`src/core/pcm_pkg.sv`:
```
// ****************************************************************
// Main counter package: register map, field positions, resets
// ****************************************************************
package pcm_pkg;

    // ************************************************************
    // Register indices and byte addresses (byte address = 4 x index)
    // ************************************************************
    localparam int unsigned      ADDR_W   = 18;        // APB address width used
    localparam logic [15:0]      IDX_MODE = 16'h00d1;  // counter_mode_control
    localparam logic [15:0]      IDX_PCS  = 16'ha0a5;  // counter_clock_prescale
    localparam logic [15:0]      IDX_CH   = 16'h00e9;  // counter_high_byte
    localparam logic [15:0]      IDX_CL   = 16'h00d9;  // counter_low_byte
    localparam logic [15:0]      IDX_RLH  = 16'ha0a7;  // reload_high_register
    localparam logic [15:0]      IDX_RLL  = 16'ha0a6;  // reload_low_register
    localparam logic [15:0]      IDX_SNH  = 16'h00f3;  // snapshot_high / compare_high
    localparam logic [15:0]      IDX_SNL  = 16'h00f2;  // snapshot_low / compare_low

    localparam logic [ADDR_W-1:0] ADR_MODE = {IDX_MODE, 2'b00}; // Byte addresses
    localparam logic [ADDR_W-1:0] ADR_PCS  = {IDX_PCS, 2'b00};
    localparam logic [ADDR_W-1:0] ADR_CH   = {IDX_CH, 2'b00};
    localparam logic [ADDR_W-1:0] ADR_CL   = {IDX_CL, 2'b00};
    localparam logic [ADDR_W-1:0] ADR_RLH  = {IDX_RLH, 2'b00};
    localparam logic [ADDR_W-1:0] ADR_RLL  = {IDX_RLL, 2'b00};
    localparam logic [ADDR_W-1:0] ADR_SNH  = {IDX_SNH, 2'b00};
    localparam logic [ADDR_W-1:0] ADR_SNL  = {IDX_SNL, 2'b00};

    // ************************************************************
    // Field positions in counter_mode_control
    // ************************************************************
    localparam int unsigned BIT_IDLE_STOP = 7;  // idle_count_stop
    localparam int unsigned BIT_RELOAD    = 6;  // reload_mode_enable
    localparam int unsigned BIT_WIDTH8    = 5;  // byte_width_select
    localparam int unsigned BIT_WRAP8     = 4;  // low_byte_wrap_enable
    localparam int unsigned BIT_ENABLE    = 3;  // array_counter_enable
    localparam int unsigned BIT_OVF_IE    = 2;  // overflow_irq_enable
    localparam int unsigned BIT_CMP_IE    = 1;  // compare_match_irq_enable
    localparam int unsigned BIT_CMP_TRIG  = 0;  // comparator_snapshot_trigger

    // ************************************************************
    // Reset values and fixed patterns
    // ************************************************************
    localparam logic [7:0]  RST_MODE   = 8'h00;    // Mode register
    localparam logic [7:0]  RST_PCS    = 8'h00;    // Prescale divisor
    localparam logic [7:0]  RST_BYTE   = 8'h00;    // Reload, compare bytes
    localparam logic [15:0] RST_CNT    = 16'h0000; // Count and snapshot
    localparam logic [7:0]  LOW_TOP    = 8'hff;    // Low-byte overflow point
    localparam logic [15:0] WORD_TOP   = 16'hffff; // Full-word overflow point

    typedef logic [7:0] pcm_byte_t;                // One register byte

endpackage : pcm_pkg

```
`src/core/pcm_dbuf.sv`:
```
`timescale 1ns/1ps
// ****************************************************************
// Double-buffered byte: software writes a holding stage, a transfer
// strobe copies it into the active stage
// ****************************************************************
module pcm_dbuf
    import pcm_pkg::*;
#(
    parameter int unsigned W = 8                 // Data width
)(
    input  wire logic         pclk,              // System clock
    input  wire logic         presetn,           // Async reset, active low
    input  wire logic         wr,                // Write holding stage
    input  wire logic [W-1:0] wdata,             // Write data
    input  wire logic         xfer,              // Copy hold to active
    output logic      [W-1:0] hold,              // Holding stage
    output logic      [W-1:0] active             // Active stage
);
    typedef struct packed {
        logic [W-1:0] hold;    // Software side
        logic [W-1:0] active;  // Match side
    } pcm_buf_s;

    pcm_buf_s st_r;            // Present state
    pcm_buf_s st_nxt;          // Next state

    // A transfer takes the old holding value when a write lands with it
    always_comb begin
        st_nxt = st_r;
        if (wr) begin
            st_nxt.hold = wdata;
        end
        if (xfer) begin
            st_nxt.active = st_r.hold;
        end
    end

    // State register
    always_ff @(posedge pclk or negedge presetn) begin
        if (!presetn) begin
            st_r <= '0;
        end else begin
            st_r <= st_nxt;
        end
    end

    assign hold   = st_r.hold;
    assign active = st_r.active;

endmodule : pcm_dbuf

```
`src/core/pcm_main_counter.sv`:
```
// Register access over APB was decided locally.
`timescale 1ns/1ps
module pcm_main_counter
    import pcm_pkg::*;
(
    input  wire logic                      pclk,             // System clock, 200 MHz
    input  wire logic                      presetn,          // Async reset, active low
    input  wire logic                      psel,             // APB select
    input  wire logic                      penable,          // APB access phase
    input  wire logic                      pwrite,           // APB write
    input  wire logic [pcm_pkg::ADDR_W-1:0] paddr,           // APB byte address
    input  wire logic [31:0]               pwdata,           // APB write data
    input  wire logic                      idle_mode,        // Processor in idle
    input  wire logic                      comparator_event, // Comparator event pulse
    output logic      [31:0]               prdata,           // APB read data
    output logic                           pready,           // APB ready
    output logic                           pslverr,          // APB error
    output logic                           overflow_irq,     // Overflow request pulse
    output logic                           compare_irq       // Match request pulse
);

    // ************************************************************
    // State
    // ************************************************************
    typedef struct packed {
        pcm_byte_t   ctl;      // counter_mode_control
        pcm_byte_t   pcs;      // counter_clock_prescale
        logic [15:0] cnt;      // Main count
        pcm_byte_t   rlh;      // reload_high
        pcm_byte_t   rll;      // reload_low
        logic [15:0] snap;     // snapshot_high:snapshot_low
        logic [31:0] prdata;   // Read data latched at setup
        logic        pready;   // Ready in access phase
        logic        pslverr;  // Unmapped address seen
        logic        ovf_irq;  // Overflow request
        logic        cmp_irq;  // Match request
    } pcm_main_s;

    pcm_main_s   st_r;         // Present state
    pcm_main_s   st_nxt;       // Next state

    logic        run_w;        // Counting allowed now
    logic        tick_w;       // Prescaled tick
    logic        step_w;       // Counter advances this clock
    logic        ovf_w;        // Overflow on this step
    logic        xfer_w;       // Compare buffer transfer
    logic [1:0]  cmp_wr_w;     // Compare byte writes, [1] high
    logic [15:0] cmp_act_w;    // Compare active stage
    logic        setup_w;      // APB setup cycle
    logic        done_w;       // APB transfer completes
    logic        wr_w;         // Write completes
    logic        cl_rd_w;      // Low-byte read in its setup cycle

    // ************************************************************
    // Run, tick and overflow decode
    // ************************************************************
    // Enable gates everything; the idle stop bit only matters in idle
    assign run_w  = st_r.ctl[BIT_ENABLE] &&
                    !(idle_mode && st_r.ctl[BIT_IDLE_STOP]);
    assign step_w = tick_w && run_w;

    // Low-byte wrap gives an overflow whenever the low byte is LOW_TOP, else full word
    assign ovf_w  = st_r.ctl[BIT_WRAP8] ? (st_r.cnt[7:0] == LOW_TOP)
                                        : (st_r.cnt == WORD_TOP);

    // Buffers follow their holding stage while the array is disabled
    assign xfer_w = !st_r.ctl[BIT_ENABLE] || (step_w && ovf_w);

    // ************************************************************
    // APB handshake terms
    // ************************************************************
    assign setup_w  = psel && !penable;
    assign done_w   = psel && penable && st_r.pready;
    assign wr_w     = done_w && pwrite;
    // Same edge that latches the returned byte, so snapshot and byte agree
    assign cl_rd_w  = setup_w && !pwrite && (paddr == ADR_CL);
    assign cmp_wr_w = {wr_w && (paddr == ADR_SNH), wr_w && (paddr == ADR_SNL)};

    // ************************************************************
    // Submodules
    // ************************************************************
    // Prescaler restarts whenever counting is held
    pcm_prescale u_pre (
        .pclk    (pclk),
        .presetn (presetn),
        .run     (run_w),
        .divisor (st_r.pcs),
        .tick    (tick_w)
    );

    // One buffered byte per compare half
    genvar g;
    for (g = 0; g < 2; g++) begin : g_cmp
        pcm_dbuf #(.W(8)) u_buf (
            .pclk    (pclk),
            .presetn (presetn),
            .wr      (cmp_wr_w[g]),
            .wdata   (pwdata[7:0]),
            .xfer    (xfer_w),
            .hold    (),
            .active  (cmp_act_w[g*8 +: 8])
        );
    end

    // ************************************************************
    // Next-state logic
    // ************************************************************
    always_comb begin
        logic [7:0] rd_byte;   // Addressed byte
        logic       hit;       // Address is mapped
        rd_byte = 8'h00;
        hit     = 1'b1;
        st_nxt  = st_r;

        // Read decode; compare holding stages are write-only here
        unique case (paddr)
            ADR_MODE: rd_byte = st_r.ctl;
            ADR_PCS:  rd_byte = st_r.pcs;
            ADR_CH:   rd_byte = st_r.cnt[15:8];
            ADR_CL:   rd_byte = st_r.cnt[7:0];
            ADR_RLH:  rd_byte = st_r.rlh;
            ADR_RLL:  rd_byte = st_r.rll;
            ADR_SNH:  rd_byte = st_r.snap[15:8];
            ADR_SNL:  rd_byte = st_r.snap[7:0];
            default:  hit     = 1'b0;
        endcase

        // Answer one cycle after setup; data frozen until next setup
        st_nxt.pready  = setup_w;
        st_nxt.pslverr = setup_w && !hit;
        if (setup_w) begin
            st_nxt.prdata = {24'h000000, rd_byte};
        end

        // Register writes; count bytes are read-only and ignore writes
        if (wr_w) begin
            unique case (paddr)
                ADR_MODE: st_nxt.ctl = pwdata[7:0];
                ADR_PCS:  st_nxt.pcs = pwdata[7:0];
                ADR_RLH:  st_nxt.rlh = pwdata[7:0];
                ADR_RLL:  st_nxt.rll = pwdata[7:0];
                default:  st_nxt.ctl = st_r.ctl;
            endcase
        end

        // Counter: disabled means held at zero
        if (!st_r.ctl[BIT_ENABLE]) begin
            st_nxt.cnt = RST_CNT;
        end else if (step_w) begin
            if (ovf_w && st_r.ctl[BIT_RELOAD]) begin
                // Auto-reload: 8-bit mode keeps the high byte untouched
                if (st_r.ctl[BIT_WIDTH8]) begin
                    st_nxt.cnt = {st_r.cnt[15:8], st_r.rll};
                end else begin
                    st_nxt.cnt = {st_r.rlh, st_r.rll};
                end
            end else if (st_r.ctl[BIT_WIDTH8]) begin
                // 8-bit counting wraps inside the low byte
                st_nxt.cnt = {st_r.cnt[15:8], st_r.cnt[7:0] + 8'h01};
            end else begin
                // Free-run: plain increment, rolls over naturally
                st_nxt.cnt = st_r.cnt + 16'h0001;
            end
        end

        // Requests are single-cycle pulses from the step that caused them
        st_nxt.ovf_irq = step_w && ovf_w && st_r.ctl[BIT_OVF_IE];
        st_nxt.cmp_irq = step_w && st_r.ctl[BIT_CMP_IE] &&
                         (st_nxt.cnt == cmp_act_w);

        // Snapshot from a low-byte read or a comparator event; a later
        // capture would tear the high byte against the low byte returned
        if (cl_rd_w || (comparator_event && st_r.ctl[BIT_CMP_TRIG])) begin
            st_nxt.snap = st_r.cnt;
        end
    end

    // ************************************************************
    // State register
    // ************************************************************
    always_ff @(posedge pclk or negedge presetn) begin
        if (!presetn) begin
            st_r <= '{ctl: RST_MODE, pcs: RST_PCS, cnt: RST_CNT,
                      rlh: RST_BYTE, rll: RST_BYTE, snap: RST_CNT,
                      prdata: 32'h00000000, pready: 1'b0,
                      pslverr: 1'b0, ovf_irq: 1'b0, cmp_irq: 1'b0};
        end else begin
            st_r <= st_nxt;
        end
    end

    // Outputs straight from flip-flops
    assign prdata       = st_r.prdata;
    assign pready       = st_r.pready;
    assign pslverr      = st_r.pslverr;
    assign overflow_irq = st_r.ovf_irq;
    assign compare_irq  = st_r.cmp_irq;
endmodule : pcm_main_counter

```
`src/core/pcm_prescale.sv`:
```
`timescale 1ns/1ps
// ****************************************************************
// Prescaler: one tick every divisor+1 system clocks while running
// ****************************************************************
module pcm_prescale
    import pcm_pkg::*;
(
    input  wire logic             pclk,     // System clock
    input  wire logic             presetn,  // Async reset, active low
    input  wire logic             run,      // Counting allowed
    input  wire pcm_pkg::pcm_byte_t divisor, // Divide value minus one
    output logic                  tick      // One-cycle count pulse
);
    typedef struct packed {
        pcm_byte_t cnt;   // Clocks since last tick
        logic      tick;  // Registered tick
    } pcm_pre_s;

    pcm_pre_s st_r;       // Present state
    pcm_pre_s st_nxt;     // Next state

    // Restart from zero whenever counting is held so a resume is clean
    always_comb begin
        st_nxt = st_r;
        if (!run) begin
            st_nxt.cnt  = RST_BYTE;
            st_nxt.tick = 1'b0;
        end else if (st_r.cnt == divisor) begin
            st_nxt.cnt  = RST_BYTE;
            st_nxt.tick = 1'b1;
        end else begin
            st_nxt.cnt  = st_r.cnt + 8'h01;
            st_nxt.tick = 1'b0;
        end
    end

    // State register
    always_ff @(posedge pclk or negedge presetn) begin
        if (!presetn) begin
            st_r <= '0;
        end else begin
            st_r <= st_nxt;
        end
    end

    assign tick = st_r.tick;
endmodule : pcm_prescale

```
`config.mk`:
```
export PLATFORM = sky130hd
export DESIGN_NAME = pcm_main_counter
export DESIGN_NICKNAME = d
export VERILOG_FILES = /design/src/core/pcm_pkg.sv /design/src/core/pcm_dbuf.sv /design/src/core/pcm_main_counter.sv /design/src/core/pcm_prescale.sv
export SDC_FILE = /design/constraint.sdc
export NUM_CORES = 1
export LEC_CHECK = 0
export BUFFER_PORTS_ARGS = -buffer_cell sky130_fd_sc_hd__buf_4
export CORE_ASPECT_RATIO = 0.6
export CORE_UTILIZATION = 45
export CTS_BUF_LIST = sky130_fd_sc_hd__clkbuf_4
export CTS_CLUSTER_DIAMETER = 150
export CTS_CLUSTER_SIZE = 16
export DETAILED_ROUTE_END_ITERATION = 7
export PLACE_DENSITY = 0.65
export SYNTH_ARGS = -nofsm -noshare
export SYNTH_HDL_FRONTEND = slang
export SYNTH_SLANG_ARGS = --single-unit
```
`constraint.sdc`:
```
create_clock -name pclk -period 3.16 [get_ports pclk]
set_input_delay 0.474 -clock pclk [delete_from_list [all_inputs] [get_ports pclk]]
set_output_delay 0.474 -clock pclk [all_outputs]
set_load 0.02 [all_outputs]
```
==> flow_summary.toml <==
[grt]
grt_util_met1 = 0.398
grt-ovfl-total = 0
grt.busiest_layer = "met1"
gr-usage-all-layers = 0.266
grt_pass1_vias = 4755
grt_use_met2 = 0.351
grt_first_pass_wirelength_um = 27900
use_met3 = 0.100
grt_max_degree = 58
antenna_found_initial = 0

[sta]
fmax_mhz = 332
rsz0062_at_grt = "no"
maxSlewViolCount = 0
period_needed_ps = 3010
setup_viol = 0
skew_ps = 17.8
post-route-period-util = 0.953
worst_slew_pin_slew_ps = 747
max_slew_margin = 0.502
final.setup.tns_ps = 0
hold_viol_final = 0

[layout]
multi_input_area_mm2 = 0.00303
final_util = 0.523
n_antenna_cell = 0
regArea_mm2 = 0.00293
fill_cells = 1213
mostFrequentLayoutCells = "117 x dfrtp_1, 81 x mux2_2, 78 x buf_4"
layout-drive-gt1-share = 0.310
mostFrequentLayoutCell = "dfrtp_1"
syn2layout_area_growth_pct = 13.2
final_nets = 697

[logic_synthesis]
ys_seq_area_frac = 0.465
syn_inst = 574
netlist_area_mm2 = 0.00629
synth-edff-count = 0
synthArstFlopShare = 1.00
ys_types = 62
yosysWarnings = 0
synth_area_per_cell_um2 = 11.0
ys.flop_type = "dfrtp_1"
ys_ff_latch = 117

[setup_path]
startpoint = "st_r[69]$_DFF_PN0_"
worstPathArrival_ps = 3450
critPathKind = "reg2reg"
cp-start-kind = "flop"
crit_path_end_kind = "flop"
critPathMaxFanout = 12
r2r_start = "st_r[69]$_DFF_PN0_"
required_ps = 3600

[placement]
globalplace.congestion = 1.01
port_buffers = 44
hpwl_um = 13600

[power]
p_sw_mw = 0.732
pwr-share-comb = 0.053
swShare = 0.274
p_int_mw = 1.94
power_frac_seq = 0.562
power_density_mw_per_mm2 = 375
clockPowerShare = 0.385
ir_drop_uv = 189
p_leak_nw = 3.44

[hold_path]
min_path_type = "in2reg"
hold_start = "pwdata[4]"

[drt]
finalWirelength_um = 17800
detailroute.via_count = 4848
route.detailed.drc = 0
firstDrtPassIters = 5
first_iter_violations = 488
vias_per_cell = 5.87
ant_nets = 0
wire_per_inst_um = 21.5

[die]
design.die.area_mm2 = 0.0145
die_w_um = 155
ioPinCount = 93
initial_core_util = 0.462
die_y_um = 93.6
coreArea_mm2 = 0.0136
placementRows = 33

[clocking]
cts_tree = "built"
numCtsBuffers = 17
worstSkewPairLatency_ps = 540
htree_levels = 4
clockRootBuffer = "clkbuf_4"
cts_buffer_depth = 2
clock-sinks = 117
clkTransAtPathRegs_ps = 120

[outcome]
run_status = "finished, final reports clean"

[run]
cap_violations = 0
-- power by group through the flow --
stage / combinational, mW / sequential (mW) / clock (mW)
3_5_place_dp: 0.143 / 1.53 / 0
4_1_cts: 0.144 / 1.50 / 1.05
2_1_floorplan: 0.0766 / 1.53 / 0
3_3_place_gp: 0.140 / 1.53 / 0
6_report: 0.142 / 1.50 / 1.03
5_1_grt: 0.158 / 1.50 / 1.12
-- layer usage --
layer  up-vias  share of wire
met2       237           0.39
met1      2419           0.49
met4         0         0.0079
met5         -              0
met3        20           0.11
li1       2172              -
-- synthesized netlist by cell type (all sizes together), types with 5 or more instances --
master / n / area share
dfrtp: 117 / 0.47
mux2: 81 / 0.15
buf: 41 / 0.046
nand2: 32 / 0.019
mux2i: 29 / 0.046
nor2: 28 / 0.017
nand3: 21 / 0.017
o21ai: 21 / 0.017
inv: 20 / 0.012
o22ai: 18 / 0.018
clkbuf: 17 / 0.010
xor2: 17 / 0.024
xnor2: 12 / 0.017
nand4: 11 / 0.013
a21oi: 10 / 0.0080
and3: 9 / 0.0090
nor4: 9 / 0.012
a211oi: 8 / 0.0095
nand2b: 6 / 0.0060
nand3b: 5 / 0.0060
-- critical path, stage by stage (launching register included) --
cell	delay, ps
dfrtp_1	470
ha_1	340
nand3_1	180
nor3_4	280
and2_4	300
nand2_1	120
a211o_1	280
a2111oi_2	450
o2111ai_1	200
nor4_2	290
-- timing repair --
action | 4_1_cts | 5_1_grt
endpoints found under the setup margin | 0 | 1
hold buffers | 1 | 0
buffers inserted | 0 | 0
hold endpoints to repair | 51 | 0
resized for setup | 0 | 1
-- registers in the layout, indices dropped and copies added (netlist names) --
| register | count |
|---|---|
| pslverr | 1 |
| u_pre.tick | 1 |
| u_pre.st_r | 8 |
| g_cmp.u_buf.active | 16 |
| pready | 1 |
| st_r | 64 |
| compare_irq | 1 |
| overflow_irq | 1 |
| prdata | 8 |
| g_cmp.u_buf.hold | 16 |
-- worst paths after layout --
| kind | slack, ps | cells after the start | end |
|---|---|---|---|
| worst max-delay path | 150 | 9 | compare_irq$_DFF_PN0_ |
| worst min-delay path | 220 | 2 | st_r[88]$_DFFE_PN0P_ |
| worst max register to register | 150 | 9 | compare_irq$_DFF_PN0_ |
| worst min register to register | 500 | 2 | prdata[4]$_DFFE_PN0P_ |
| max in group asynchronous | 1880 | 3 | g_cmp[1].u_buf.hold[0]$_DFFE_PN0P_ |
| min in group asynchronous | 540 | 2 | prdata[0]$_DFFE_PN0P_ |
-- final cells by class --
| class | count | area share |
|---|---|---|
| inverters | 20 | 0.0105 |
| flip-flops and latches | 117 | 0.411 |
| multi-input cells | 402 | 0.425 |
| clock inverters | 15 | 0.0183 |
| clock buffers | 17 | 0.0179 |
| well taps | 175 | 0.0307 |
| repair buffers | 80 | 0.0864 |
-- through the flow --
step	instance area (µm²)	power, mW	hold WS [ps]	cells	setup WS, ps
after CTS	7120	2.69	184	826	185
after global routing	7120	2.78	178	826	22.7
after floorplan	6380	1.61	178	597	570
after global placement	6850	1.67	464	793	250
final	7120	2.67	215	826	149
after detailed placement	6850	1.67	469	793	217
-- cells by family after synthesis --
logic type      Yosys count  share of synthesized area
simple gates            144                      0.127
flops                   117                      0.465
mux                     110                      0.191
compound gates           93                      0.104
buf+inv                  78                     0.0680
xor+xnor                 29                     0.0404
fa+ha+maj                 2                    0.00398
other cells               1                   0.000596
No activity file was read; power rests on OpenSTA's default activity.
